===== src/hdl/swm_pkg.sv =====
// How it works
// - Master starts all signals except presence
// - Every transaction opens with reset, presence
// - Reset holds line low 480 us
// - One bit per write or read slot
// - Write slot 60 us, 1 us recovery
// - Every write slot starts pulling line low
// - Write one releases within 15 us
// - Write zero holds low whole slot; the code holds it 62 us of its 65 us slot
// - Read slots follow read scratchpad command
// - Read slots may poll reload status
// - Read slot 60 us, 1 us recovery
// - Read slot opens with 1 us low
// - Master samples read within 15 us
// - Short init and recovery, late sample
// - Convert sequence ends with strong pullup
// - Recheck scratchpad CRC, repeat on mismatch
// - Skip address then write three bytes
// - Copy command, strong pullup 10 ms
// - Bytes travel least significant bit first
// - Pullup within 10 us, bus quiet
package swm_pkg;
  // Clock period and counter width
  localparam int CLK_NS = 100;
  localparam int CW = 24;
  // Times as printed, in us or ms
  localparam int T_RST_LOW_US = 480;
  localparam int T_RST_HIGH_US = 480;
  localparam int T_PD_SAMPLE_US = 70;
  localparam int T_SLOT_US = 65;
  localparam int T_SLOT_MIN_US = 60;
  localparam int T_W0_LOW_US = 62;
  localparam int T_W1_LOW_US = 6;
  localparam int T_W1_MAX_US = 15;
  localparam int T_RD_LOW_US = 1;
  localparam int T_RD_SAMPLE_US = 13;
  localparam int T_RDV_US = 15;
  localparam int T_REC_US = 2;
  localparam int T_REC_MIN_US = 1;
  localparam int T_SPU_MAX_US = 10;
  localparam int T_COPY_MS = 10;
  localparam int T_CONV_MS = 750;
  // Long counts, handed to module parameters
  localparam int RST_LOW_CYC = (T_RST_LOW_US * 1000 + CLK_NS - 1) / CLK_NS;
  localparam int RST_HIGH_CYC = (T_RST_HIGH_US * 1000 + CLK_NS - 1) / CLK_NS;
  localparam int COPY_CYC = (T_COPY_MS * 1000000 + CLK_NS - 1) / CLK_NS;
  localparam int CONV_CYC = (T_CONV_MS * 1000000 + CLK_NS - 1) / CLK_NS;
  // Short counts in clock cycles
  localparam logic [CW-1:0] PD_SAMPLE_CYC = CW'((T_PD_SAMPLE_US * 1000
    + CLK_NS - 1) / CLK_NS);
  localparam logic [CW-1:0] SLOT_CYC = CW'((T_SLOT_US * 1000 + CLK_NS - 1)
    / CLK_NS);
  localparam logic [CW-1:0] SLOT_MIN_CYC = CW'((T_SLOT_MIN_US * 1000
    + CLK_NS - 1) / CLK_NS);
  localparam logic [CW-1:0] W0_LOW_CYC = CW'((T_W0_LOW_US * 1000
    + CLK_NS - 1) / CLK_NS);
  localparam logic [CW-1:0] W1_LOW_CYC = CW'((T_W1_LOW_US * 1000
    + CLK_NS - 1) / CLK_NS);
  localparam logic [CW-1:0] W1_MAX_CYC = CW'(T_W1_MAX_US * 1000 / CLK_NS);
  localparam logic [CW-1:0] RD_LOW_CYC = CW'((T_RD_LOW_US * 1000
    + CLK_NS - 1) / CLK_NS);
  localparam logic [CW-1:0] RD_SAMPLE_CYC = CW'(T_RD_SAMPLE_US * 1000
    / CLK_NS);
  localparam logic [CW-1:0] RDV_CYC = CW'(T_RDV_US * 1000 / CLK_NS);
  localparam logic [CW-1:0] REC_CYC = CW'((T_REC_US * 1000 + CLK_NS - 1)
    / CLK_NS);
  localparam logic [CW-1:0] REC_MIN_CYC = CW'((T_REC_MIN_US * 1000
    + CLK_NS - 1) / CLK_NS);
  localparam logic [CW-1:0] SPU_MAX_CYC = CW'(T_SPU_MAX_US * 1000 / CLK_NS);
  // Operation codes on the user port
  localparam logic [1:0] OP_RESET = 2'h0;
  localparam logic [1:0] OP_WRITE = 2'h1;
  localparam logic [1:0] OP_READ = 2'h2;
  // Command bytes the user sends through write operations
  localparam logic [7:0] CMD_MATCH_ADDR = 8'h55;
  localparam logic [7:0] CMD_SKIP_ADDR = 8'hCC;
  localparam logic [7:0] CMD_CONVERT = 8'h44;
  localparam logic [7:0] CMD_WRITE_PAD = 8'h4E;
  localparam logic [7:0] CMD_READ_PAD = 8'hBE;
  localparam logic [7:0] CMD_COPY_PAD = 8'h48;
  localparam logic [7:0] CMD_RELOAD_NONVOLATILE = 8'hB8;
  // Check code, reflected polynomial, and reset values
  localparam logic [7:0] CRC_POLY = 8'h8C;
  localparam logic [7:0] CRC_INIT = 8'h00;
  localparam logic [7:0] BYTE_INIT = 8'h00;
  // Controller states, one bit apart from slot low through slot rest to recovery
  typedef enum logic [2:0] {
    ST_IDLE = 3'h0,
    ST_RST_LOW = 3'h1,
    ST_RST_REL = 3'h3,
    ST_SLOT_LOW = 3'h2,
    ST_SLOT_REST = 3'h6,
    ST_RECOVER = 3'h7,
    ST_SPU = 3'h5
  } swm_state_t;
endpackage


===== src/hdl/swm_master.sv =====
`timescale 1ns/100ps
module swm_master import swm_pkg::*; #(
  parameter int RST_LOW_N = RST_LOW_CYC,
  parameter int RST_HIGH_N = RST_HIGH_CYC,
  parameter int COPY_N = COPY_CYC,
  parameter int CONV_N = CONV_CYC
) (
  // Clock and reset
  input wire logic clk_sys,
  input wire logic srst,
  // Operation request
  input wire logic opStart,
  input wire logic [1:0] opCode,
  input wire logic [7:0] opData,
  input wire logic opPullup,
  input wire logic opLongPullup,
  // Operation answer
  output logic opReady,
  output logic opDone,
  output logic [7:0] rdData,
  output logic presence,
  output logic crcOk,
  output logic spuOn,
  // Data line, open drain
  input wire logic dqIn,
  output logic dqOut,
  output logic dqOe_n
);
  // Controller state
  swm_state_t state, next_state;
  logic [CW-1:0] cnt, next_cnt; // Cycle counter of current phase
  logic [1:0] mode, next_mode; // Latched operation
  logic [7:0] shReg, next_shReg; // Bit shifter, LSB out first
  logic [2:0] bitIdx, next_bitIdx; // Bit within byte
  logic spuReq, next_spuReq; // Pullup after this byte
  logic spuLong, next_spuLong; // Conversion length pullup
  logic [7:0] crc, next_crc; // Running check code of reads
  logic [7:0] next_rdData;
  logic next_presence, next_crcOk, next_opDone;
  logic [CW-1:0] lowLen; // Low time of current slot
  logic [CW-1:0] spuLen; // Pullup hold length
  logic rdSample; // Read sample strike
  logic rdBit; // Bit taken from line
  // Line synchroniser
  logic dqMeta, dqSync;
  // Helper run counters for checks
  logic [CW-1:0] lowRun, next_lowRun;
  logic [CW-1:0] highRun, next_highRun;

  // Two flops bring the line in
  always_ff @(posedge clk_sys) begin
    if (srst) begin
      dqMeta <= 1'b1;
      dqSync <= 1'b1;
    end else begin
      dqMeta <= dqIn;
      dqSync <= dqMeta;
    end
  end

  // Line drive, only low or released
  assign dqOut = 1'b0;
  assign dqOe_n = !(state == ST_RST_LOW || state == ST_SLOT_LOW);
  assign opReady = (state == ST_IDLE);
  assign spuOn = (state == ST_SPU);

  // Slot low time by kind of slot
  always_comb begin
    if (mode == OP_READ) begin
      lowLen = RD_LOW_CYC;
    end else if (shReg[0]) begin
      lowLen = W1_LOW_CYC;
    end else begin
      lowLen = W0_LOW_CYC;
    end
  end

  // Pullup length by command kind
  always_comb begin
    if (spuLong) begin
      spuLen = CW'(CONV_N);
    end else begin
      spuLen = CW'(COPY_N);
    end
  end

  // Late read sample, short init before it
  assign rdSample = (state == ST_SLOT_REST) && (mode == OP_READ)
    && (cnt == RD_SAMPLE_CYC);
  assign rdBit = dqSync;

  // Next state and data of the controller
  always_comb begin
    next_state = state;
    next_cnt = cnt + 24'h1;
    next_mode = mode;
    next_shReg = shReg;
    next_bitIdx = bitIdx;
    next_spuReq = spuReq;
    next_spuLong = spuLong;
    next_crc = crc;
    next_rdData = rdData;
    next_presence = presence;
    next_opDone = 1'b0;
    case (state)
      // Wait for a request
      ST_IDLE: begin
        next_cnt = '0;
        if (opStart) begin
          // Latch the whole request at once
          next_mode = opCode;
          next_shReg = opData;
          next_bitIdx = 3'h0;
          next_spuReq = opPullup && (opCode == OP_WRITE);
          next_spuLong = opLongPullup;
          if (opCode == OP_RESET) begin
            next_state = ST_RST_LOW;
          end else if (opCode == OP_WRITE || opCode == OP_READ) begin
            next_state = ST_SLOT_LOW;
          end else begin
            next_opDone = 1'b1; // Unknown code, finish at once
          end
        end
      end
      // Reset pulse held low
      ST_RST_LOW: begin
        if (cnt == CW'(RST_LOW_N - 1)) begin
          next_state = ST_RST_REL;
          next_cnt = '0;
        end
      end
      // Released, watch for presence
      ST_RST_REL: begin
        // One sample, late in the presence pulse
        if (cnt == PD_SAMPLE_CYC) begin
          next_presence = !dqSync;
        end
        if (cnt == CW'(RST_HIGH_N - 1)) begin
          next_state = ST_IDLE;
          next_crc = CRC_INIT;
          next_opDone = 1'b1;
        end
      end
      // Slot opens with line low
      ST_SLOT_LOW: begin
        if (cnt == lowLen - 24'h1) begin
          next_state = ST_SLOT_REST;
        end
      end
      // Rest of slot, line released
      ST_SLOT_REST: begin
        // Read bit enters from the top, check code follows
        if (rdSample) begin
          next_shReg = {rdBit, shReg[7:1]};
          if (crc[0] ^ rdBit) begin
            next_crc = (crc >> 1) ^ CRC_POLY;
          end else begin
            next_crc = crc >> 1;
          end
        end
        // Slot over, write shifter moves to next bit
        if (cnt == SLOT_CYC - 24'h1) begin
          next_state = ST_RECOVER;
          next_cnt = '0;
          if (mode == OP_WRITE) begin
            next_shReg = {1'b0, shReg[7:1]};
          end
        end
      end
      // Recovery between slots
      ST_RECOVER: begin
        if (cnt == REC_CYC - 24'h1) begin
          next_cnt = '0;
          // Next bit of this byte, or byte finished
          if (bitIdx != 3'h7) begin
            next_bitIdx = bitIdx + 3'h1;
            next_state = ST_SLOT_LOW;
          end else begin
            if (mode == OP_READ) begin
              next_rdData = shReg;
            end
            if (spuReq) begin
              next_state = ST_SPU;
            end else begin
              next_state = ST_IDLE;
              next_opDone = 1'b1;
            end
          end
        end
      end
      // Strong pullup, bus quiet
      ST_SPU: begin
        // Line left to the strong pullup for the whole hold
        if (cnt == spuLen - 24'h1) begin
          next_state = ST_IDLE;
          next_opDone = 1'b1;
        end
      end
      default: begin
        next_state = ST_IDLE;
        next_cnt = '0;
      end
    endcase
    next_crcOk = (next_crc == CRC_INIT);
  end

  // Register controller state
  always_ff @(posedge clk_sys) begin
    if (srst) begin
      state <= ST_IDLE;
      cnt <= '0;
      mode <= OP_RESET;
      shReg <= BYTE_INIT;
      bitIdx <= 3'h0;
      spuReq <= 1'b0;
      spuLong <= 1'b0;
      crc <= CRC_INIT;
      rdData <= BYTE_INIT;
      presence <= 1'b0;
      crcOk <= 1'b1;
      opDone <= 1'b0;
    end else begin
      state <= next_state;
      cnt <= next_cnt;
      mode <= next_mode;
      shReg <= next_shReg;
      bitIdx <= next_bitIdx;
      spuReq <= next_spuReq;
      spuLong <= next_spuLong;
      crc <= next_crc;
      rdData <= next_rdData;
      presence <= next_presence;
      crcOk <= next_crcOk;
      opDone <= next_opDone;
    end
  end

  // Run lengths of driven and released line
  always_comb begin
    next_lowRun = dqOe_n ? '0 : lowRun + 24'h1;
    next_highRun = highRun;
    if (!dqOe_n) begin
      next_highRun = '0;
    end else if (highRun != '1) begin
      next_highRun = highRun + 24'h1;
    end
  end

  // Register run lengths
  always_ff @(posedge clk_sys) begin
    if (srst) begin
      lowRun <= '0;
      highRun <= '1;
    end else begin
      lowRun <= next_lowRun;
      highRun <= next_highRun;
    end
  end
endmodule


===== config.mk =====
export PLATFORM = sky130hd
export DESIGN_NAME = swm_master
export DESIGN_NICKNAME = d
export VERILOG_FILES = /design/src/hdl/swm_pkg.sv /design/src/hdl/swm_master.sv
export SDC_FILE = /design/constraint.sdc
export NUM_CORES = 1
export LEC_CHECK = 0
export BUFFER_PORTS_ARGS = -buffer_cell sky130_fd_sc_hd__buf_2
export CORE_ASPECT_RATIO = 0.8
export CORE_UTILIZATION = 37
export CTS_CLUSTER_SIZE = 40
export DETAILED_ROUTE_END_ITERATION = 12
export GPL_ROUTABILITY_DRIVEN = 0
export PLACE_DENSITY_LB_ADDON = 0.08
export SLEW_MARGIN = 20
export SYNTH_ARGS = -nofsm -noshare
export SYNTH_HDL_FRONTEND = slang
export SYNTH_SLANG_ARGS = --single-unit

===== constraint.sdc =====
create_clock -name clk_sys -period 2.7 [get_ports clk_sys]
set_input_delay 0.135 -clock clk_sys [delete_from_list [all_inputs] [get_ports clk_sys]]
set_output_delay 0.135 -clock clk_sys [all_outputs]
set_load 0.02 [all_outputs]

* Word level (Yosys, flattened, before mapping)
Cells that the tools add are included.
Storage, ports and cells: register bits 63, latch bits 0, bits in writable memories 0, ROM bits 0, bits of input ports 16, logic and storage cells 108, memories 0
Operators by class: add/sub/neg operators 4, multipliers 0, div/mod/pow operators 0, magnitude comparators 0, equality and inequality tests 27, shifts and indexed selects 0, mux-type cells 41, bitwise operators 3, reductions and logical operators 19
Operator list (number):
- two-way mux 24 bit | 4
- case mux 24 bit (4 select lines) | 1
- two-way mux 8 bit | 7
- == test 24 x 10 -> 1 bit (second input constant) | 2
- == test 24 bit | 2
- subtractor 24 x 1 -> 24 bit (second input constant) | 2
- two-way mux 3 bit | 14
- case mux 8 bit (2 select lines) | 2
- adder 24 x 1 -> 24 bit (second input constant) | 1
- == test 24 x 13 -> 1 bit (second input constant) | 1
- == test 24 x 5 -> 1 bit (second input constant) | 1
- == test 24 x 8 -> 1 bit (second input constant) | 1
- two-way mux 23 bit | 1
- case mux 3 bit (7 select lines) | 1
- two-way mux 10 bit | 1
- == test 3 bit (second input constant) | 3
- zero test 8 bit | 1
- two-way mux 1 bit | 8
- != test 2 x 1 -> 1 bit (second input constant) | 4
- != test 2 bit (second input constant) | 4
- AND reduction 4 bit | 2
- AND reduction 8 bit | 1
- == test 3 x 2 -> 1 bit (second input constant) | 2
- case mux 3 bit (2 select lines) | 1
- other kinds (18) | 27

* Depth between registers and ports, before layout
Gate-level depths: netlist (run 1).
word-level depth 7, gate-level depth with buffers 8, depth with buffers taken out 8

* Worst setup path after synthesis (run 1)
Ideal clock, no wire load.
path type register to register, start point reg cnt[0], end point reg state[1], setup time 72 ps, data arrival time 2038 ps, path slack 591 ps, stages on the path, launching flop included 9, clock period less this slack 2109 ps, path through dfxtp_1 > ha_1 > nor2b_1 > and4_1 > nand2b_1 > buf_2 > a221o_1 > nor4b_4 > mux2i_1
Between the ends: longest elaborated chain between the ends 3, elaborated cells between the ends (all ways) 12, those cells by class eq/ne (11); reduce/logical (1)
RTL lines:
- start: declaration | RTL line swm_master.sv:31 | logic [CW-1:0] cnt, next_cnt;
- start signal: assignment | RTL line swm_master.sv:224 | cnt <= next_cnt;
- == test 24 x 5 -> 1 bit (tied with other cells) | RTL line swm_master.sv:172 | if (cnt == REC_CYC - 24'h1) begin
- != test 2 bit (no source line) or != test 2 x 1 -> 1 bit (tied branches)
- AND reduction 8 bit (no source line) (*)
- end signal: assignment | RTL line swm_master.sv:223 | state <= next_state;
- end: declaration | RTL line swm_master.sv:30 | swm_state_t state, next_state;
Mark *: on every way between the ends. The rest lies on a longest branch, timed or not. A chain may end at the register's enable or synchronous reset.

* Worst setup path after layout (run 1)
start point reg cnt[6], end point reg shReg[5]
Between the ends: longest elaborated chain between the ends 6, elaborated cells between the ends (all ways) 7, those cells by class eq/ne (2); mux (4); reduce/logical (1)
RTL lines:
- == test 24 x 8 -> 1 bit | RTL line swm_master.sv:89 | && (cnt == RD_SAMPLE_CYC);
- logical AND 1 bit | RTL line swm_master.sv:89
- two-way mux 8 bit | RTL line swm_master.sv:153 | if (rdSample) begin
- two-way mux 8 bit | RTL line swm_master.sv:165 | if (mode == OP_WRITE) begin
- two-way mux 8 bit (*) | RTL line swm_master.sv:162 | if (cnt == SLOT_CYC - 24'h1) begin
- case mux 8 bit (2 select lines) (*) | RTL line swm_master.sv:105 | case (state)
- end signal: assignment | RTL line swm_master.sv:226 | shReg <= next_shReg;
- end: declaration | RTL line swm_master.sv:33 | logic [7:0] shReg, next_shReg;
Marked as above.

==> results of run 1 <==
-- worst reg2reg max path: stages (launching register included) --
cell     delay (ps)
dfxtp_1         410
nor4b_4         380
nand4_2         300
nor4_1          570
o21ai_1         350
o221a_2         360
-- cell type report --
type                            instances  area (um^2)
Fill cell                             871         4730
Timing Repair Buffer                   42          245
Clock buffer                           11          131
Tap cell                              112          140
Multi-Input combinational cell        300         1950
Clock inverter                          5          106
Inverter                                9         33.8
Sequential cell                        63         1260
-- registers in the layout, indices dropped and copies added (netlist names) --
register,count
bitIdx,3
cnt,24
crc,8
crcOk,1
dqMeta,1
dqSync,1
mode,2
opDone,1
presence,1
rdData,8
shReg,8
spuLong,1
spuReq,1
state,3
-- per-layer routing --
metal / share of wire (%) / wire length, um
met1: 54 / 4290
met5: 0 / 0
met2: 40 / 3170
met4: 1.3 / 101
met3: 4.0 / 315
-- cell usage after synthesis, types with 3 or more instances --
cell,n
nand3_1,17
a21oi_1,14
nor2_1,73
nor4bb_1,4
nand4_1,13
buf_2,5
nand2_1,36
a22oi_1,8
ha_1,9
inv_1,9
nor3_1,10
o21ai_0,4
xnor2_1,17
dfxtp_1,63
nor2b_1,7
o221a_2,7
mux2i_1,9
clkbuf_1,11
and4_1,3
and3_1,6
and3b_1,3
nand2b_1,4
xor2_1,10
-- worst paths after layout --
check / startpoint / to / depth (start not counted)
min: opLongPullup / spuLong / 3
max: cnt[6] / shReg[5] / 5
max reg2reg: cnt[6] / shReg[5] / 5
min reg2reg: dqMeta / dqSync / 1
-- cells by family after synthesis --
| logic type | count (synthesis) | synth area share, % |
|---|---|---|
| xor gates and xnor gates | 27 | 7.11 |
| AOI/OAI and AO/OA | 49 | 11.1 |
| adders and majority gates | 9 | 3.39 |
| and+or+nand+nor | 204 | 33.7 |
| muxes | 10 | 3.05 |
| buffers and inverters | 27 | 3.57 |
| other | 1 | 0.113 |
| DFF | 63 | 37.9 |
-- power groups by stage --
stage	logic [mW]	registers, mW	clock network (mW)
floorplan	0.530	1.10	0
global placement	0.725	1.11	0
detailed placement	0.722	1.11	0
CTS	0.728	1.09	1.02
global route	0.796	1.10	1.06
finish	0.719	1.09	0.988
-- timing repair --
item | 4_1_cts | 5_1_grt
hold buffers | 1 | 0
setup endpoints to repair | 0 | 1
endpoints found under the hold margin | 1 | 0
resized for setup | 0 | 0
-- through the flow --
step,worst slack [ps],instance area (um^2),total power [mW],utilization [%]
final,218,3860,2.79,44.9
after global routing,7.18,3860,2.95,44.9
after CTS,181,3860,2.83,44.9
after detailed placement,211,3620,1.83,42.1
after global placement,303,3620,1.83,42.1
after floorplan,591,3330,1.63,-
==> results by group, run 1 <==
Drt
  • Vias/cell: 5.16
  • Starting DRT DRC Count: 162
  • 1st-pass router iterations: 4
  • Vias: 2795
  • Wirelength per Cell: 14.5 um
  • Antenna Nets Post-Route: 0
  • Total routed wirelength: 7.88 mm
  • DRC violations left: 0

Clock tree
  • CTS Buf Count: 9
  • CTS tree: yes
  • Root Driver: clkbuf_8
  • Worst-Skew Late Latency: 350 ps
  • Worst-path clk slew: 80 ps
  • # H-tree levels: 3
  • Clock tree sinks: 63
  • Post-CTS Setup Inserts: 0
  • Worst-case clock buffer depth: 2

GRT
  • Global Route met1 Usage: 26.6%
  • Vias in the first global route: 2556
  • Total grt overflow: 0
  • Grt met3 use: 5.64%
  • Pin count of the biggest net entering global routing: 40
  • Initial antenna violation count: 0
  • Global-route wire length before repair: 12.9 mm
  • GR peak layer: met1
  • Overall routing resource usage: 18.3%
  • Met2 Track Usage GR: 25.1%

Pwr
  • VDD IR-drop max: 0.425 mV
  • Reg power frac: 38.9%
  • Sw Pwr: 0.876 mW
  • Power Dens Cells: 723 nW/um^2
  • Clock group share of total power: 35.4%
  • Lkg Pwr: 1.41 nW
  • Net Sw Frac: 31.4%
  • Pint: 1.92 mW
  • Power share of the combinational group: 25.7%

Die
  • Chip width: 108 um
  • Number of placement rows: 30
  • Die ar.: 9370 um^2
  • Top Ports: 31
  • Starting Density: 38.7%
  • Core Region: 8600 um^2
  • Die span in y: 86.8 um

Finish
  • Diode count: 0
  • Final #Nets: 450
  • Fin cells: 542
  • Most frequent cells in the layout: nor2_1 (73), dfxtp_1 (63), nand2_1 (36)
  • Layout area overhead: 16.2%
  • Layout cell share with drive strength beyond 1: 17.9%
  • Most common cell after layout, fill and taps aside: nor2_1

Timing
  • Slew Viols, Final: 0
  • Slew HR: 51.2%
  • Fin. Hold Viols: 0
  • RSZ-0062 raised after global routing: false
  • Setup TNS Final: 0 ps
  • Fmax: 403 MHz
  • Slew @ Worst Pin: 732 ps
  • # setup viols final: 0
  • Minimum hold slack: 23.1 ps
  • Period minus WS final: 2480 ps
  • Period utilization: 91.9%
  • Layout Skew: 12.6 ps

Synthesis
  • Top FF cell, synth: dfxtp_1
  • Top cell type's share of synthesized area: 37.9%
  • Number of synthesized flops with an enable pin: 0
  • Post-synth top area cell: dfxtp_1
  • Yosys warns: 0
  • Post-Syn Area per Cell: 8.53 um^2
  • Seq/Total Area, Yosys: 37.9%
  • Unique masters post-synth: 58
  • Yosys reg bits: 63
  • FFs w/ async S/R, synth: 0%
  • Netlist Area Pre-Place: 3330 um^2
  • Top cells by area, synth: dfxtp_1 (38%), nor2_1 (8.2%), xnor2_1 (4.5%), nand2_1 (4.1%), ha_1 (3.4%)
  • Synthesized Nets: 415
  • Synth Instances: 390

Setup path
  • Delay-heaviest family, CP: simple AND/OR/NAND/NOR gates
  • Crit path buffers/inverters: 0
  • Worst EP required: 2940 ps
  • CP Capture Type: flop
  • Top fanout value on the critical path: 10
  • Setup CP Type: reg -> reg
  • Slowest cell on crit path: nor4_1
  • CP cell instances: nor4b_4, nand4_2, nor4_1, o21ai_1, o221a_2
  • Slowest stage delay, CP: 570 ps
  • Nature of the critical path startpoint: flop
  • Worst endpoint data arrival time: 2720 ps
  • Reg2Reg Setup Slack: 220 ps

Flow run
  • Max_cap viols: 0

Placement
  • Cells after DPL: 525
  • I/O Buffers: 29
  • Post-DP HPWL: 5.76 mm

Min path
  • Hold Crit Class: in -> reg

Status
  • Status: finished, final reports clean
(Power assumes the default switching activity.)
==> run 2, diff against run 1 <==
- MAX_ROUTING_LAYER: not set -> met4
==> run 2 against run 1 <==
Critical path depth is the same. Highest routed layer unchanged. Non-clock buffer count is the same. Global-route usage grew 0.45 points. Largest cell class unchanged. Sequential share of layout area is the same. Hold slack lost 0.91 ps. Fmax is essentially flat. Worst setup slack is essentially flat. Design area is the same. Critical endpoint unchanged. Clock skew grew 1.6 ps. Via count grew 0.25%.
==> results by group, run 2 (synthesis gave the netlist of run 1 again) <==
Status
  • Status: finished, final reports clean

GRT
  • Total grt overflow: 0
  • Initial antenna violation count: 0
  • Pin count of the biggest net entering global routing: 40
  • Vias in the first global route: 2554
  • Global-route wire length before repair: 12.9 mm
  • Overall routing resource usage: 18.7%

Drt
  • Starting DRT DRC Count: 166
  • 1st-pass router iterations: 4
  • Antenna Nets Post-Route: 0
  • Total routed wirelength: 7.88 mm
  • DRC violations left: 0
  • Wirelength per Cell: 14.5 um
  • Vias: 2802
  • Vias/cell: 5.17

Setup path
  • Reg2Reg Setup Slack: 220 ps
  • Crit path buffers/inverters: 0
  • CP Capture Type: flop
  • RR Startpoint: cnt[6]
  • Nature of the critical path startpoint: flop
  • Setup CP Type: reg -> reg
  • Top fanout value on the critical path: 10
  • Worst EP required: 2940 ps
  • Reg2reg end: shReg[5]
  • Slowest stage delay, CP: 570 ps
  • Delay-heaviest family, CP: simple AND/OR/NAND/NOR gates
  • Reg2reg path depth: 5
  • CP cell instances: nor4b_4, nand4_2, nor4_1, o21ai_1, o221a_2
  • WP depth: 5
  • Worst endpoint data arrival time: 2720 ps
  • Slowest cell on crit path: nor4_1

Min path
  • Hold Path End: spuLong
  • Hold Path Stages: 3
  • Hold Startpoint: opLongPullup
  • Hold Crit Class: in -> reg

Timing
  • Fin. Hold Viols: 0
  • Layout Skew: 14.2 ps
  • Slew HR: 51.2%
  • Slew @ Worst Pin: 732 ps
  • RSZ-0062 raised after global routing: false
  • # setup viols final: 0
  • Fmax: 403 MHz
  • Period utilization: 91.9%
  • Setup TNS Final: 0 ps
  • Period minus WS final: 2480 ps
  • Slew Viols, Final: 0

Pwr
  • Power Dens Cells: 723 nW/um^2
  • Lkg Pwr: 1.41 nW
  • VDD IR-drop max: 0.421 mV

Die
  • Chip width: 108 um
  • Core Region: 8600 um^2
  • Die ar.: 9370 um^2
  • Starting Density: 38.7%
  • Top Ports: 31
  • Number of placement rows: 30
  • Die span in y: 86.8 um

Finish
  • Max reg flops: 24
  • Layout cell share with drive strength beyond 1: 17.9%
  • Fin cells: 542
  • Diode count: 0
  • Most flop-heavy register: cnt
  • Most frequent cells in the layout: nor2_1 (73), dfxtp_1 (63), nand2_1 (36)
  • Most common cell after layout, fill and taps aside: nor2_1
  • Layout area overhead: 16.2%
  • Final #Nets: 450

Flow run
  • Max_cap viols: 0

Clock tree
  • Root Driver: clkbuf_8
  • Worst-Skew Late Latency: 350 ps
  • Post-CTS Resized: 0
  • CTS tree: yes
  • # H-tree levels: 3
  • Worst-path clk slew: 80 ps
  • Worst-case clock buffer depth: 2
  • CTS Buf Count: 9
  • Clock tree sinks: 63

Placement
  • Post-DP HPWL: 5.76 mm
  • Cells after DPL: 525
  • I/O Buffers: 29
run 2: cell counts in the layout (fill, tap and decap cells not counted):
Identical to the previous run, type by type.
run 2: area by class of cell:
class                      instances  area (um^2)
fill                             871         4730
multi-input combinational        300         1950
sequential                        63         1260
timing repair buffer              42          245
tap                              112          140
clock buffer                      11          131
clock inverter                     5          106
inverter                           9         33.8
run 2: power by group:
group	internal [mW]	switching [mW]	total [mW]
logic	0.289	0.428	0.717
registers	1.01	0.0732	1.09
clock network	0.615	0.375	0.991
total	1.92	0.877	2.80
run 2: worst max-delay path by stage:
stage / startpoint / to / slack [ps]
2_1_floorplan: cnt[0] / state[1] / 590
3_5_place_dp: cnt[6] / cnt[12] / 210
5_1_grt: cnt[6] / cnt[5] / 7
4_1_cts: cnt[6] / cnt[5] / 180
3_3_place_gp: cnt[6] / shReg[5] / 300
6_report: cnt[6] / shReg[5] / 220
run 2: timing repair:
| action | CTS | global route |
|---|---|---|
| endpoints found under the hold margin | 1 | 0 |
| hold buffers | 1 | 0 |
| setup buffers | 0 | 0 |
| setup endpoints to repair | 0 | 1 |
run 2: metal layers:
metal	up-vias	GRT usage [%]	share of wire [%]
met3	11	5.04	3.9
met5	-	-	0
met4	0	6.10	1.4
met2	45	25.1	40
li1	1441	-	-
met1	1305	26.8	54
run 2: per-stage QoR:
step	util, %	power [mW]	area [um^2]	worst slack [ps]	hold WS (ps)
floorplan	-	1.63	3330	591	239
global placement	42.1	1.83	3620	303	320
detailed placement	42.1	1.83	3620	211	321
CTS	44.9	2.83	3860	181	6.86
global route	44.9	2.95	3860	7.06	35.9
finish	44.9	2.80	3860	218	22.2
run 2: worst register-to-register path, cell delays in order, from the launching register on:
cell and delay (ps):
dfxtp_1 410, nor4b_4 380, nand4_2 300, nor4_1 570
o21ai_1 350, o221a_2 360
==> run 3, diff against run 2 <==
- CELL_PAD_IN_SITES_DETAIL_PLACEMENT: not set -> 0
- CELL_PAD_IN_SITES_GLOBAL_PLACEMENT: not set -> 1
- GPL_TIMING_DRIVEN: not set -> 0
==> run 3 against run 2 <==
Critical path type unchanged. Sequential share of layout area increased by 0.39 points. Flip-flop and latch count unchanged. Largest power group unchanged. Non-clock buffer count increased by 6. Largest cell class unchanged. Highest routed layer unchanged.
==> results by group, run 3 (synthesis gave the netlist of run 1 again) <==
Timing
  • Fin. Hold Viols: 0
  • Slew Viols, Final: 0
  • # setup viols final: 0
  • Slew HR: 60.0%
  • RSZ-0062 raised after global routing: false
  • Period utilization: 92.5%
  • Setup TNS Final: 0 ps
  • Slew @ Worst Pin: 596 ps
  • Layout Skew: 11.4 ps
  • Fmax: 400 MHz
  • Period minus WS final: 2500 ps

Drt
  • Total routed wirelength: 8.22 mm
  • DRC violations left: 0
  • Vias: 2820
  • Wirelength per Cell: 15.0 um
  • Vias/cell: 5.15
  • 1st-pass router iterations: 4
  • Antenna Nets Post-Route: 0
  • Starting DRT DRC Count: 144

GRT
  • Overall routing resource usage: 20.1%
  • Pin count of the biggest net entering global routing: 14
  • Global-route wire length before repair: 13.8 mm
  • Initial antenna violation count: 0
  • Vias in the first global route: 2646
  • Global Route met1 Usage: 29.5%
  • Total grt overflow: 0
  • Grt met3 use: 4.36%
  • GR peak layer: met1
  • Met2 Track Usage GR: 26.8%

Die
  • Die span in y: 86.8 um
  • Top Ports: 31
  • Die ar.: 9370 um^2
  • Chip width: 108 um
  • Core Region: 8600 um^2
  • Number of placement rows: 30
  • Starting Density: 38.7%

Flow run
  • Max_cap viols: 0

Pwr
  • Pint: 1.66 mW
  • Reg power frac: 43.0%
  • Net Sw Frac: 35.9%
  • Power Dens Cells: 679 nW/um^2
  • Power share of the combinational group: 26.4%
  • Sw Pwr: 0.930 mW
  • Clock group share of total power: 30.7%
  • Lkg Pwr: 1.37 nW
  • VDD IR-drop max: 0.409 mV

Setup path
  • Worst endpoint data arrival time: 2790 ps
  • Crit path buffers/inverters: 0
  • Setup CP Type: reg -> reg
  • Top fanout value on the critical path: 10
  • Worst EP required: 2990 ps
  • RR Startpoint: cnt[7]
  • Reg2reg path depth: 6
  • Reg2reg end: shReg[0]
  • Nature of the critical path startpoint: flop
  • Slowest stage delay, CP: 620 ps
  • CP cell instances: nor4b_4, nand4_2, nor4_4, a21oi_1, a21oi_4, o221a_2
  • Slowest cell on crit path: nor4_4
  • Reg2Reg Setup Slack: 200 ps
  • CP Capture Type: flop
  • Delay-heaviest family, CP: simple AND/OR/NAND/NOR gates

Clock tree
  • Worst-path clk slew: 80 ps
  • Worst-Skew Late Latency: 350 ps
  • Worst-case clock buffer depth: 2
  • CTS Buf Count: 9
  • # H-tree levels: 3
  • Clock tree sinks: 63
  • Root Driver: clkbuf_8
  • CTS tree: yes
  • Post-CTS Setup Inserts: 0

Finish
  • Max reg flops: 24
  • Most frequent cells in the layout: nor2_1 (73), dfxtp_1 (63), nand2_1 (36)
  • Final #Nets: 456
  • Diode count: 0
  • Layout area overhead: 14.8%
  • Fill count: 880
  • Multi-input gate area: 1950 um^2
  • Reg area: 1260 um^2
  • Final Util: 44.4%
  • Most common cell after layout, fill and taps aside: nor2_1
  • Layout cell share with drive strength beyond 1: 17.0%
  • Most flop-heavy register: cnt

Min path
  • Hold Path End: spuLong
  • Hold Path Stages: 3
  • Hold Startpoint: opLongPullup
  • Hold Crit Class: in -> reg

Placement
  • I/O Buffers: 29
  • Post-DP HPWL: 6.14 mm

Status
  • Status: finished, final reports clean
==> run 3: final cells by class <==
class | instances | share of cell area (%)
Sequential cell | 63 | 33.0
Multi-Input combinational cell | 300 | 51.2
Timing Repair Buffer | 30 | 4.06
Clock buffer | 10 | 3.60
Buffer | 18 | 2.23
Clock inverter | 6 | 1.34
Inverter | 9 | 0.885
Tap cell | 112 | 3.67
==> run 3: stage by stage <==
stage                     instances  hold WS [ps]  cell area [um^2]  setup WS (ps)  power [mW]
after floorplan                 390           239              3330            591        1.63
after global placement          531           339              3610            192        1.82
after detailed placement        531           336              3610            178        1.82
after CTS                       548          8.85              3810            147        2.63
after global routing            548          52.1              3820           29.3        2.78
final                           548          34.8              3820            202        2.59
==> run 3: worst max-delay path by stage <==
stage                       from       end  slack (ps)  depth (start not counted)
after floorplan           cnt[0]  state[1]         590                          8
after global placement    cnt[7]    cnt[5]         190                          7
after detailed placement  cnt[6]   cnt[14]         180                          8
after CTS                 cnt[6]   cnt[14]         150                          8
after global routing      cnt[0]  state[1]          30                          8
final                     cnt[7]  shReg[0]         200                          6
==> run 3: power by group through the flow <==
| stage | sequential, mW | clock (mW) | combinational, mW |
|---|---|---|---|
| final | 1.11 | 0.794 | 0.683 |
| after global routing | 1.13 | 0.872 | 0.780 |
| after CTS | 1.11 | 0.830 | 0.690 |
| after detailed placement | 1.13 | 0 | 0.687 |
| after global placement | 1.13 | 0 | 0.683 |
| after floorplan | 1.10 | 0 | 0.530 |
==> run 3: routing by layer <==
layer  vias to the layer above  part of all wire, %
met3                         2                  3.2
met5                         -                    0
met1                      1322                   55
met2                        42                   41
met4                         0                 0.40
li1                       1454                    -
==> run 3: what timing repair did <==
item                                    CTS  global route
endpoints found under the hold margin     1             0
endpoints found under the setup margin    0             2
hold buffers                              1             0
resized for setup                         0             1
==> run 3: worst register-to-register path: stages (launching register included) <==
cell and delay (ps):
dfxtp_1 470, nor4b_4 320, nand4_2 340, nor4_4 620, a21oi_1 160, a21oi_4 310, o221a_2 230
